[config.mk]
export PLATFORM = sky130hd
export DESIGN_NAME = epsc_top
export DESIGN_NICKNAME = d
export VERILOG_FILES = /design/src/epsc_pkg.sv /design/src/epsc_div_if.sv /design/src/epsc_top.sv /design/src/epsc_sync.sv /design/src/epsc_div.sv
export SDC_FILE = /design/constraint.sdc
export NUM_CORES = 1
export LEC_CHECK = 0
export BUFFER_PORTS_ARGS = -buffer_cell sky130_fd_sc_hd__buf_2
export CORE_ASPECT_RATIO = 2
export CORE_MARGIN = 8
export CORE_UTILIZATION = 64
export CTS_CLUSTER_DIAMETER = 40
export CTS_CLUSTER_SIZE = 10
export DETAILED_ROUTE_END_ITERATION = 6
export PLACE_DENSITY = 0.82
export SETUP_SLACK_MARGIN = 0.15
export SLEW_MARGIN = 20
export SYNTH_ARGS = -nofsm -noshare
export SYNTH_HDL_FRONTEND = slang
export SYNTH_SLANG_ARGS = --single-unit
[constraint.sdc]
create_clock -name i_clk -period 14.83 [get_ports i_clk]
set_clock_uncertainty 0.15 [all_clocks]
set_input_delay 1.483 -clock i_clk [delete_from_list [all_inputs] [get_ports i_clk]]
set_output_delay 1.483 -clock i_clk [all_outputs]
set_load 0.01 [all_outputs]
[src/epsc_pkg.sv]
// Shared constants for the encoder-paced print scan block
// What this block does
// - Tracking queue keeps up to four pending prints
// - Tracking and repeat printing never active together
// - Encoder mode: one scan per effective pulse
// - Only every nth encoder pulse triggers a scan
// - Encoder pacing only when encoder option selected
// - Character width follows ink drop use ratio
// - Scan time from excitation, dots, width, denominator
// - Excess demand makes scans lag the pulses
// - Demand above scan rate raises speed warning
// - Width setting ignored while encoder pacing used
// - Pitch set purely by travel per pulse
package epsc_pkg;

    ////////////////////////////////////////////////////////////////////////////
    // Clock and link timing
    localparam int CLK_MHZ        = 250;   // Core clock rate
    localparam int ENC_ON_MIN_NS  = 2000;  // Least encoder on time
    localparam int ENC_ON_MIN_CYC = (ENC_ON_MIN_NS * CLK_MHZ + 999) / 1000; // Rounded up
    localparam int SYNC_STAGES    = 3;     // Input filter depth

    ////////////////////////////////////////////////////////////////////////////
    // Register byte offsets
    localparam logic [5:0] ADDR_CTRL = 6'h00;   // Mode control
    localparam logic [5:0] ADDR_DIV  = 6'h04;   // Pulse rate division factor
    localparam logic [5:0] ADDR_FMT  = 6'h08;   // Vertical dots and ink drop use
    localparam logic [5:0] ADDR_EXC  = 6'h0c;   // Clock cycles per drop
    localparam logic [5:0] ADDR_GAP  = 6'h10;   // Internal pacing idle cycles
    localparam logic [5:0] ADDR_COLS = 6'h14;   // Scans per message
    localparam logic [5:0] ADDR_STAT = 6'h18;   // Live state, read only
    localparam logic [5:0] ADDR_IST  = 6'h1c;   // Sticky events, clear on read
    localparam logic [5:0] ADDR_IMSK = 6'h20;   // Interrupt mask

    ////////////////////////////////////////////////////////////////////////////
    // Field positions
    localparam int CTRL_TRACK  = 0;   // Tracking enable
    localparam int CTRL_REPEAT = 1;   // Repeat print enable
    localparam int CTRL_ENC    = 2;   // Encoder speed matching select
    localparam int CTRL_WARN   = 3;   // Speed matching warning enable
    localparam int FMT_VD_LSB  = 0;   // Vertical dots, six bits
    localparam int FMT_DEN_LSB = 8;   // Ink drop use denominator, five bits
    localparam int IRQ_SPEED   = 0;   // Speed matching error
    localparam int IRQ_DONE    = 1;   // Message finished
    localparam int IRQ_OVF     = 2;   // Trigger lost, queue full

    ////////////////////////////////////////////////////////////////////////////
    // Widths, reset values and encodings
    localparam int DIV_W       = 8;                 // Division factor width
    localparam int QUEUE_DEPTH = 4;                 // Pending prints in tracking
    localparam int DEN_MAX     = 16;                // Smallest drop use is 1/16
    localparam logic [3:0]  CTRL_RST = 4'h0;
    localparam logic [7:0]  DIV_RST  = 8'h01;
    localparam logic [5:0]  VD_RST   = 6'h07;
    localparam logic [4:0]  DEN_RST  = 5'h01;
    localparam logic [15:0] EXC_RST  = 16'h0010;
    localparam logic [15:0] GAP_RST  = 16'h0100;
    localparam logic [7:0]  COLS_RST = 8'h05;
    localparam logic [2:0]  IMSK_RST = 3'h0;
    localparam logic [1:0]  CW_FULL  = 2'h2; // Drop use 1/1
    localparam logic [1:0]  CW_HALF  = 2'h1; // Drop use 1/2
    localparam logic [1:0]  CW_SMALL = 2'h0; // Drop use 1/3 .. 1/16

endpackage

[src/epsc_div_if.sv]
// Carrier between the scan engine and the pulse divider
`timescale 1ns/1ps
interface epsc_div_if;
    import epsc_pkg::*;
    logic             tick;    // Qualified encoder edge, one cycle
    logic [DIV_W-1:0] factor;  // Division factor n
    logic             pulse;   // Effective pulse, one cycle
    modport src (output tick, output factor, input pulse);
    modport div (input tick, input factor, output pulse);
endinterface

[src/epsc_top.sv]
// Encoder speed matched print scan engine with tracking queue and register slave
//
// Decided for this implementation: the address map and the Avalon-MM slave port.
`timescale 1ns/1ps
module epsc_top
    import epsc_pkg::*;
(
    // Clock and reset
    input  wire logic        i_clk,
    input  wire logic        i_rst,
    // Avalon-MM slave
    input  wire logic [5:0]  i_avs_address,
    input  wire logic        i_avs_read,
    input  wire logic        i_avs_write,
    input  wire logic [31:0] i_avs_writedata,
    input  wire logic [3:0]  i_avs_byteenable,
    output logic [31:0]      o_avs_readdata,
    output logic             o_avs_waitrequest,
    // Pins
    input  wire logic        i_enc,
    input  wire logic        i_trig,
    // Print head and system
    output logic             o_scan,
    output logic             o_printing,
    output logic             o_irq
);

    ////////////////////////////////////////////////////////////////////////////
    // Registers and state
    logic [3:0]  ctrl_r;         // Mode control
    logic [7:0]  div_r;          // Division factor
    logic [5:0]  vd_r;           // Vertical dots
    logic [4:0]  den_r;          // Ink drop use denominator
    logic [15:0] exc_r;          // Cycles per drop
    logic [15:0] gap_r;          // Internal idle cycles between scans
    logic [7:0]  cols_r;         // Scans per message
    logic [2:0]  imsk_r;         // Interrupt mask

    // Status and bus
    logic [2:0]  ist_r;          // Sticky events
    logic        ack_r;          // Bus answer phase
    logic [31:0] rdata_r;        // Read data
    logic        irq_r;          // Interrupt line

    // Scan timing
    // Cycles one scan takes, before internal mode padding
    logic [27:0] scan_len_r;
    // Demanded scans not yet issued
    logic [3:0]  pend_r;
    // Scan in progress
    logic        busy_r;
    // Cycles left in this scan
    logic [29:0] busy_cnt_r;
    // Idle time since last scan
    logic [15:0] gap_cnt_r;

    // Message and queue
    // Next column to print
    logic [7:0]  col_r;
    // Current scan is the last column
    logic        last_r;
    // Queued prints, head one included
    logic [2:0]  q_r;
    logic        scan_r;         // Scan strobe
    logic        printing_r;     // Message in progress

    ////////////////////////////////////////////////////////////////////////////
    // Pin inputs and divider
    logic enc_rise;              // Qualified encoder edge
    logic trig_rise;             // Qualified detector edge
    epsc_div_if div_bus ();

    // Encoder pin
    epsc_sync u_enc_sync (
        .i_clk   (i_clk),
        .i_rst   (i_rst),
        .i_pin   (i_enc),
        .o_level (),
        .o_rise  (enc_rise)
    );

    // Detector pin
    epsc_sync u_trig_sync (
        .i_clk   (i_clk),
        .i_rst   (i_rst),
        .i_pin   (i_trig),
        .o_level (),
        .o_rise  (trig_rise)
    );

    // Pulse divider
    epsc_div u_div (
        .i_clk (i_clk),
        .i_rst (i_rst),
        .bus   (div_bus)
    );

    assign div_bus.tick   = enc_rise;
    assign div_bus.factor = div_r;

    ////////////////////////////////////////////////////////////////////////////
    // Bus decode
    wire        req      = i_avs_read | i_avs_write;
    wire        wr_fire  = i_avs_write & ack_r;
    wire        rd_fire  = i_avs_read & ack_r;
    wire [31:0] wd       = i_avs_writedata;
    wire [31:0] bmask    = {{8{i_avs_byteenable[3]}}, {8{i_avs_byteenable[2]}},
                            {8{i_avs_byteenable[1]}}, {8{i_avs_byteenable[0]}}};

    // Write strobes and the event read strobe
    wire        wr_ctrl  = wr_fire & (i_avs_address == ADDR_CTRL);
    wire        wr_div   = wr_fire & (i_avs_address == ADDR_DIV);
    wire        wr_fmt   = wr_fire & (i_avs_address == ADDR_FMT);
    wire        wr_exc   = wr_fire & (i_avs_address == ADDR_EXC);
    wire        wr_gap   = wr_fire & (i_avs_address == ADDR_GAP);
    wire        wr_cols  = wr_fire & (i_avs_address == ADDR_COLS);
    wire        wr_imsk  = wr_fire & (i_avs_address == ADDR_IMSK);
    wire        rd_ist   = rd_fire & (i_avs_address == ADDR_IST);

    // Merged write values per register, unselected lanes keep old contents
    wire [31:0] ctrl_m   = (wd & bmask) | ({28'h0, ctrl_r} & ~bmask);
    wire [31:0] div_m    = (wd & bmask) | ({24'h0, div_r} & ~bmask);
    wire [31:0] fmt_m    = (wd & bmask) | ({19'h0, den_r, 2'h0, vd_r} & ~bmask);
    wire [31:0] exc_m    = (wd & bmask) | ({16'h0, exc_r} & ~bmask);
    wire [31:0] gap_m    = (wd & bmask) | ({16'h0, gap_r} & ~bmask);
    wire [31:0] cols_m   = (wd & bmask) | ({24'h0, cols_r} & ~bmask);
    wire [31:0] imsk_m   = (wd & bmask) | ({29'h0, imsk_r} & ~bmask);

    // Tracking wins when software asks for both at once
    wire [3:0]  ctrl_w   = ctrl_m[3:0] & ~(4'h1 << CTRL_REPEAT) |
                           ((ctrl_m[CTRL_REPEAT] & ~ctrl_m[CTRL_TRACK]) ? (4'h1 << CTRL_REPEAT) : 4'h0);

    ////////////////////////////////////////////////////////////////////////////
    // Mode and scan time
    wire        track_en  = ctrl_r[CTRL_TRACK];
    wire        repeat_en = ctrl_r[CTRL_REPEAT];
    wire        enc_mode  = ctrl_r[CTRL_ENC];
    wire        warn_en   = ctrl_r[CTRL_WARN];

    // Width code
    wire [4:0]  den_eff   = (den_r == 5'h00) ? 5'h01 :
                            (den_r > 5'(DEN_MAX)) ? 5'(DEN_MAX) : den_r;
    wire [1:0]  cw        = (den_eff == 5'h01) ? CW_FULL :
                            (den_eff == 5'h02) ? CW_HALF : CW_SMALL;
    wire [15:0] exc_eff   = (exc_r == 16'h0000) ? 16'h0001 : exc_r;
    wire [6:0]  dot_sum   = {1'b0, vd_r} + {5'h00, cw} + 7'h01;
    wire [11:0] dots_den  = dot_sum * {2'h0, den_eff};
    wire [27:0] scan_len  = dots_den * exc_eff;

    // Width setting pads internal scans only; encoder pitch comes from the pulses
    wire [29:0] len30     = {2'h0, scan_len_r};
    wire [29:0] busy_len  = enc_mode ? len30 :
                            len30 + ((cw != CW_SMALL) ? len30 : 30'h0) + ((cw == CW_FULL) ? len30 : 30'h0);

    ////////////////////////////////////////////////////////////////////////////
    // Scan demand and start
    wire        job       = (q_r != 3'h0);
    wire        gap_done  = ~enc_mode & job & ~busy_r & (pend_r == 4'h0) & (gap_cnt_r >= gap_r);
    wire        demand    = job & (enc_mode ? div_bus.pulse : gap_done);
    wire        start     = job & ~busy_r & ((pend_r != 4'h0) | demand);
    wire        scan_end  = busy_r & (busy_cnt_r == 30'h0);
    wire        pend_full = (pend_r == 4'hf);

    // Events and queue
    wire        ev_speed  = warn_en & demand & (busy_r | (pend_r != 4'h0));
    wire        msg_end   = scan_end & last_r;
    wire        q_full    = (q_r == 3'(QUEUE_DEPTH));
    wire        push      = trig_rise & (track_en ? ~q_full : ~job);
    wire        pop       = msg_end & ~(repeat_en & ~track_en);
    wire        ev_ovf    = trig_rise & track_en & q_full;
    wire [2:0]  q_nxt     = q_r + {2'h0, push} - {2'h0, pop};
    wire [2:0]  ev        = {ev_ovf, msg_end, ev_speed};
    wire [2:0]  ist_nxt   = (ist_r & ~(rd_ist ? 3'h7 : 3'h0)) | ev;          // Set wins over read clear

    // Read data mux, unmapped offsets read zero
    wire [31:0] rd_mux =
        (i_avs_address == ADDR_CTRL) ? {28'h0, ctrl_r} :
        (i_avs_address == ADDR_DIV)  ? {24'h0, div_r} :
        (i_avs_address == ADDR_FMT)  ? {19'h0, den_r, 2'h0, vd_r} :
        (i_avs_address == ADDR_EXC)  ? {16'h0, exc_r} :
        (i_avs_address == ADDR_GAP)  ? {16'h0, gap_r} :
        (i_avs_address == ADDR_COLS) ? {24'h0, cols_r} :
        (i_avs_address == ADDR_STAT) ? {12'h0, col_r, 1'b0, q_r, pend_r, 1'b0, busy_r, cw} :
        (i_avs_address == ADDR_IST)  ? {29'h0, ist_r} :
        (i_avs_address == ADDR_IMSK) ? {29'h0, imsk_r} : 32'h0;

    // Every request waits exactly one cycle
    assign o_avs_waitrequest = req & ~ack_r;
    assign o_avs_readdata    = rdata_r;

    ////////////////////////////////////////////////////////////////////////////
    // Bus handshake and read capture
    always_ff @(posedge i_clk or posedge i_rst) begin
        if (i_rst) begin
            ack_r   <= 1'b0;
            rdata_r <= 32'h0;
        end else begin
            ack_r   <= req & ~ack_r;
            rdata_r <= rd_mux;   // Stable at the answering edge since the address is held
        end
    end

    ////////////////////////////////////////////////////////////////////////////
    // Software registers
    always_ff @(posedge i_clk or posedge i_rst) begin
        if (i_rst) begin
            ctrl_r <= CTRL_RST;
            div_r  <= DIV_RST;
            vd_r   <= VD_RST;
            den_r  <= DEN_RST;
            exc_r  <= EXC_RST;
            gap_r  <= GAP_RST;
            cols_r <= COLS_RST;
            imsk_r <= IMSK_RST;
        end else begin
            if (wr_ctrl) ctrl_r <= ctrl_w;
            if (wr_div)  div_r  <= div_m[7:0];
            if (wr_fmt) begin
                vd_r  <= fmt_m[FMT_VD_LSB +: 6];
                den_r <= fmt_m[FMT_DEN_LSB +: 5];
            end
            if (wr_exc)  exc_r  <= exc_m[15:0];
            if (wr_gap)  gap_r  <= gap_m[15:0];
            if (wr_cols) cols_r <= cols_m[7:0];
            if (wr_imsk) imsk_r <= imsk_m[2:0];
        end
    end

    ////////////////////////////////////////////////////////////////////////////
    // Events and interrupt line
    always_ff @(posedge i_clk or posedge i_rst) begin
        if (i_rst) begin
            ist_r <= 3'h0;
            irq_r <= 1'b0;
        end else begin
            ist_r <= ist_nxt;
            irq_r <= |(ist_nxt & imsk_r);
        end
    end

    ////////////////////////////////////////////////////////////////////////////
    // Scan pacing: pending demand, busy timer, idle gap
    always_ff @(posedge i_clk or posedge i_rst) begin
        if (i_rst) begin
            scan_len_r <= 28'h0;
            pend_r     <= 4'h0;
            busy_r     <= 1'b0;
            busy_cnt_r <= 30'h0;
            gap_cnt_r  <= 16'h0;
            scan_r     <= 1'b0;
        end else begin
            scan_len_r <= scan_len;
            scan_r     <= start;
            // Demand beyond the scan rate piles up here and the print lags
            if (~job) begin
                pend_r <= 4'h0;
            end else if (demand & ~start & ~pend_full) begin
                pend_r <= pend_r + 4'h1;
            end else if (start & ~demand) begin
                pend_r <= pend_r - 4'h1;
            end
            // Busy timer counts out one scan, padded in internal mode
            if (start) begin
                busy_r     <= 1'b1;
                busy_cnt_r <= busy_len - 30'h1;
            end else if (scan_end) begin
                busy_r     <= 1'b0;
            end else if (busy_r) begin
                busy_cnt_r <= busy_cnt_r - 30'h1;
            end
            // Idle gap only runs between internal scans
            if (start | ~job | enc_mode) begin
                gap_cnt_r <= 16'h0;
            end else if (~busy_r & (gap_cnt_r != 16'hffff)) begin
                gap_cnt_r <= gap_cnt_r + 16'h1;
            end
        end
    end

    ////////////////////////////////////////////////////////////////////////////
    // Message columns and print queue
    always_ff @(posedge i_clk or posedge i_rst) begin
        if (i_rst) begin
            col_r      <= 8'h00;
            last_r     <= 1'b0;
            q_r        <= 3'h0;
            printing_r <= 1'b0;
        end else begin
            if (start) begin
                last_r <= (col_r + 8'h01 >= cols_r);
                col_r  <= (col_r + 8'h01 >= cols_r) ? 8'h00 : col_r + 8'h01;
            end else if (msg_end) begin
                last_r <= 1'b0;
            end
            q_r        <= q_nxt;
            printing_r <= (q_nxt != 3'h0);
        end
    end

    // Outputs
    assign o_scan     = scan_r;
    assign o_printing = printing_r;
    assign o_irq      = irq_r;
endmodule

[src/epsc_sync.sv]
// Three stage input synchroniser with agreement filter and rise detect
`timescale 1ns/1ps
module epsc_sync
    import epsc_pkg::*;
(
    // Clock and reset
    input  wire logic i_clk,
    input  wire logic i_rst,
    // Raw pin
    input  wire logic i_pin,
    // Filtered result
    output logic      o_level,
    output logic      o_rise
);
    logic [SYNC_STAGES-1:0] sh_r;     // Shift chain, bit 0 is the first stage
    logic                   lvl_r;    // Accepted level
    logic                   rise_r;   // One cycle on accepted rise
    wire                    agree = (sh_r[1] == sh_r[2]);  // Only stages two and three compared

    // Filter needs the pulse high longer than the chain depth
    if (ENC_ON_MIN_CYC <= SYNC_STAGES) begin : g_chk
        $error("Encoder on time too short for input filter");
    end

    // One accepted edge per pulse, however long it stays high
    always_ff @(posedge i_clk or posedge i_rst) begin
        if (i_rst) begin
            sh_r   <= '0;
            lvl_r  <= 1'b0;
            rise_r <= 1'b0;
        end else begin
            sh_r   <= {sh_r[1:0], i_pin};
            if (agree) begin
                lvl_r <= sh_r[2];
            end
            rise_r <= agree & sh_r[2] & ~lvl_r;
        end
    end

    assign o_level = lvl_r;
    assign o_rise  = rise_r;
endmodule

[src/epsc_div.sv]
// Encoder pulse rate divider
`timescale 1ns/1ps
module epsc_div
    import epsc_pkg::*;
(
    // Clock and reset
    input  wire logic i_clk,
    input  wire logic i_rst,
    // Ticks in, effective pulses out
    epsc_div_if.div   bus
);
    logic [DIV_W-1:0] cnt_r;    // Ticks seen in this group
    logic [DIV_W-1:0] fac_r;    // Factor the count runs against
    logic             pulse_r;  // Effective pulse
    wire  [DIV_W-1:0] eff  = (bus.factor == '0) ? DIV_W'(1) : bus.factor;  // Zero acts as one
    wire              chg  = (bus.factor != fac_r);
    wire              last = (cnt_r == eff - DIV_W'(1));

    // A tick in the cycle of a factor change is dropped, so the new group starts clean
    always_ff @(posedge i_clk or posedge i_rst) begin
        if (i_rst) begin
            cnt_r   <= '0;
            fac_r   <= DIV_RST;
            pulse_r <= 1'b0;
        end else if (chg) begin
            cnt_r   <= '0;
            fac_r   <= bus.factor;
            pulse_r <= 1'b0;
        end else if (bus.tick) begin
            cnt_r   <= last ? '0 : cnt_r + DIV_W'(1);
            pulse_r <= last;
        end else begin
            pulse_r <= 1'b0;
        end
    end

    assign bus.pulse = pulse_r;
endmodule

==> out/metrics.yaml <==
status: "finished, violations left"
violations: "DRC"
setup_tns_ps: 0
start_kind: "flop"
max-slew-margin-rel_pct: 24.10
post-cts-setup-buffers: 0
synthTopCellsByCount: "inv_1 (274), nand2_1 (272), dfrtp_1 (201), ha_1 (179), fa_1 (159)"
clk_pin_slew_worst_paths_ps: 60
setup_viol: 0
rows: 93
die_area_sq_um: 38640
ys_types: 92
final_nets: 2699
hpwlAfterDp_mm: 40.73
drc: 9
arrival_ps: 12470
grt_pass1_vias: 17791
fin_crit_sh_pct: 81.93
synth.most_common_cell: "inv_1"
coreArea_sq_um: 32000
die_y_um: 270.1
route.vias.total: 16743
required_ps: 15150
power_density_nw_per_um2: 100.7
antenna_found_initial: 0
critical_path.max_stage_delay_ps: 970
fin_util_pct: 68.83
rsz0062_at_grt: "no"
timing.fmax_mhz: 82.31
wl_mm: 52.62
cts_buffers: 27
ant_nets: 0
cap_violations: 0
synthArstFlopShare_pct: 100.0
worst_pin_slew_ps: 1128
netlist_area_sq_um: 20660
synth_top_area_share_pct: 24.34
finalHoldViolations: 0
die_w_um: 143.1
pre_cts_slack_ps: 2714
dp_cells: 2711
cts_tree: "done"
netlist.top_cell.by_area: "dfrtp_1"
cp-end-kind: "flop"
synth-edff-count: 0
vias_per_cell: 6.069
layout.cells.non_filler: 2759
cp_slowest_cell: "or4_1"
fin_crit_ps: 12150
crit_fanout: 31
grt-ovfl-total: 0
slew_violations: 0
syn_inst: 2312
yosysWarnings: 0
ctsHtreeMaxLevel: 1
min-delay-start: "u_enc_sync.sh_r[0]$_DFF_PP0_"
clockRootBuffer: "clkbuf_16"
initial_utilization_pct: 64.58
avgSynthCellArea_sq_um: 8.938
drt_first_pass_iters: 7
path_class: "reg2reg"
cts_resized: 0
drtIter0Drc: 1021
ios: 84
grt_max_degree: 79
vdd_drop_max_v: 0.0001086
p_leak_nw: 11.20
globalplace.congestion: 0.9811
wire_per_inst_um: 19.07
ys.flop_type: "dfrtp_1"
n_fill_cell: 2532
clk_latency_ps: 560
drive_gt1_share_pct: 9.091
track_usage_pct: 27.84
hold_path.class: "reg2reg"
port_buffers: 53
synth_seq_cells: 211
grt_pass1_wl_mm: 86.19
clockBufferDepth: 3
cpMostUsedCell: "fa_1"
yosysSeqAreaShare_pct: 25.61
diodes: 0
holdBufCountCts: 0
netlist_top_cells_area: "dfrtp_1 (24%), fa_1 (15%), ha_1 (11%), inv_1 (5.0%), nand2_1 (4.9%)"
area_growth_pct: 6.587
clock-sinks: 211
fin_ws_ps: 2680
placed cells by master (no fill, tap or decap), drive strengths merged, types with 7 or more instances in the layout:
master / synthesis / routed
inv: 276 / 278
and3: 49 / 49
a31oi: 14 / 14
o211ai: 14 / 14
a222oi: 12 / 12
o21bai: 7 / 7
o21ai: 92 / 92
buf: 25 / 72
and2: 88 / 88
a211oi: 10 / 10
nor2b: 28 / 28
or2: 9 / 9
nor4: 15 / 15
a21o: 57 / 57
nand2b: 32 / 32
nand3: 53 / 53
fa: 159 / 159
o31ai: 9 / 9
a21oi: 75 / 75
mux2i: 21 / 21
clkbuf: 86 / 42
dfstp: 10 / 10
nor3: 37 / 37
nor3b: 7 / 7
dfrtp: 201 / 201
mux2: 57 / 57
ha: 179 / 179
conb: 1 / 12
or4: 7 / 7
nand2: 273 / 273
xor2: 48 / 48
nor2: 158 / 158
xnor2: 78 / 78
nand4: 27 / 27
o22ai: 11 / 11
or3: 12 / 12
through the flow:
| step | hold WS, ps | instance area [sq um] | total power [mW] |
|---|---|---|---|
| floorplan | 181.2 | 20710 | 1.365 |
| global placement | 192.4 | 21180 | 1.545 |
| detailed placement | 194.8 | 21180 | 1.584 |
| CTS | 198.6 | 22020 | 2.220 |
| global route | 201.3 | 22030 | 2.349 |
| finish | 195.9 | 22030 | 2.217 |
cell type report:
cell class                      count  area, sq um  area share (%)
Multi-Input combinational cell   1725        13910           63.14
Clock inverter                      6        105.1          0.4772
Clock buffer                       42        732.0           3.323
Timing Repair Buffer               72        407.9           1.852
Tap cell                          427        534.3           2.426
Inverter                          276         1046           4.749
Sequential cell                   211         5293           24.03
where the power goes:
group	internal [mW]	leakage, nW	switching (mW)	total (mW)
clock	0.375	0.397	0.255	0.630
combinational	0.310	8.07	0.498	0.808
sequential	0.665	2.73	0.114	0.779
total	1.35	11.2	0.867	2.22
layer usage:
| layer | part of all wire, % | global-route usage, % | routed length [um] |
|---|---|---|---|
| met5 | 0 | 0 | 0 |
| met4 | 8.3 | 21.97 | 4369 |
| met3 | 5.1 | 3.417 | 2696 |
| met2 | 51 | 48.77 | 27080 |
| met1 | 35 | 29.26 | 18470 |
worst max-delay path: cells and delay by family, from the launching register on:
kind / cells / cell delay (ps)
XOR/XNOR: 3 / 510
adder cells (fa/ha/maj): 12 / 5580
AND/OR/NAND/NOR: 6 / 2000
buffers and inverters: 6 / 740
flip-flops: 1 / 430
AO/OA/AOI/OAI: 12 / 2620
cell families (layout without fill, tap and decap cells):
logic type,Yosys count,after routing,synth area share (%)
other,1,12,0.01815
and+or+nand+nor,811,811,19.39
AOI/OAI and AO/OA,360,360,11.90
buffers and inverters,387,396,7.320
xor gates and xnor gates,126,126,5.340
muxes,78,78,4.184
DFF,211,211,25.61
adders and majority gates,338,338,26.24
path summary, 6_finish.rpt:
path	endpoint	slack, ps	cells after the start
min in group asynchronous	scan_len_r[17]$_DFF_PP0_	770	2
worst min-delay path	u_enc_sync.sh_r[1]$_DFF_PP0_	200	0
max in group asynchronous	gap_cnt_r[2]$_DFFE_PP0P_	11510	4
worst max-delay path	scan_len_r[26]$_DFF_PP0_	2680	39
worst min register to register	u_enc_sync.sh_r[1]$_DFF_PP0_	200	0
worst max register to register	scan_len_r[26]$_DFF_PP0_	2680	39
Note: power is estimated with default switching activity, not from simulation.
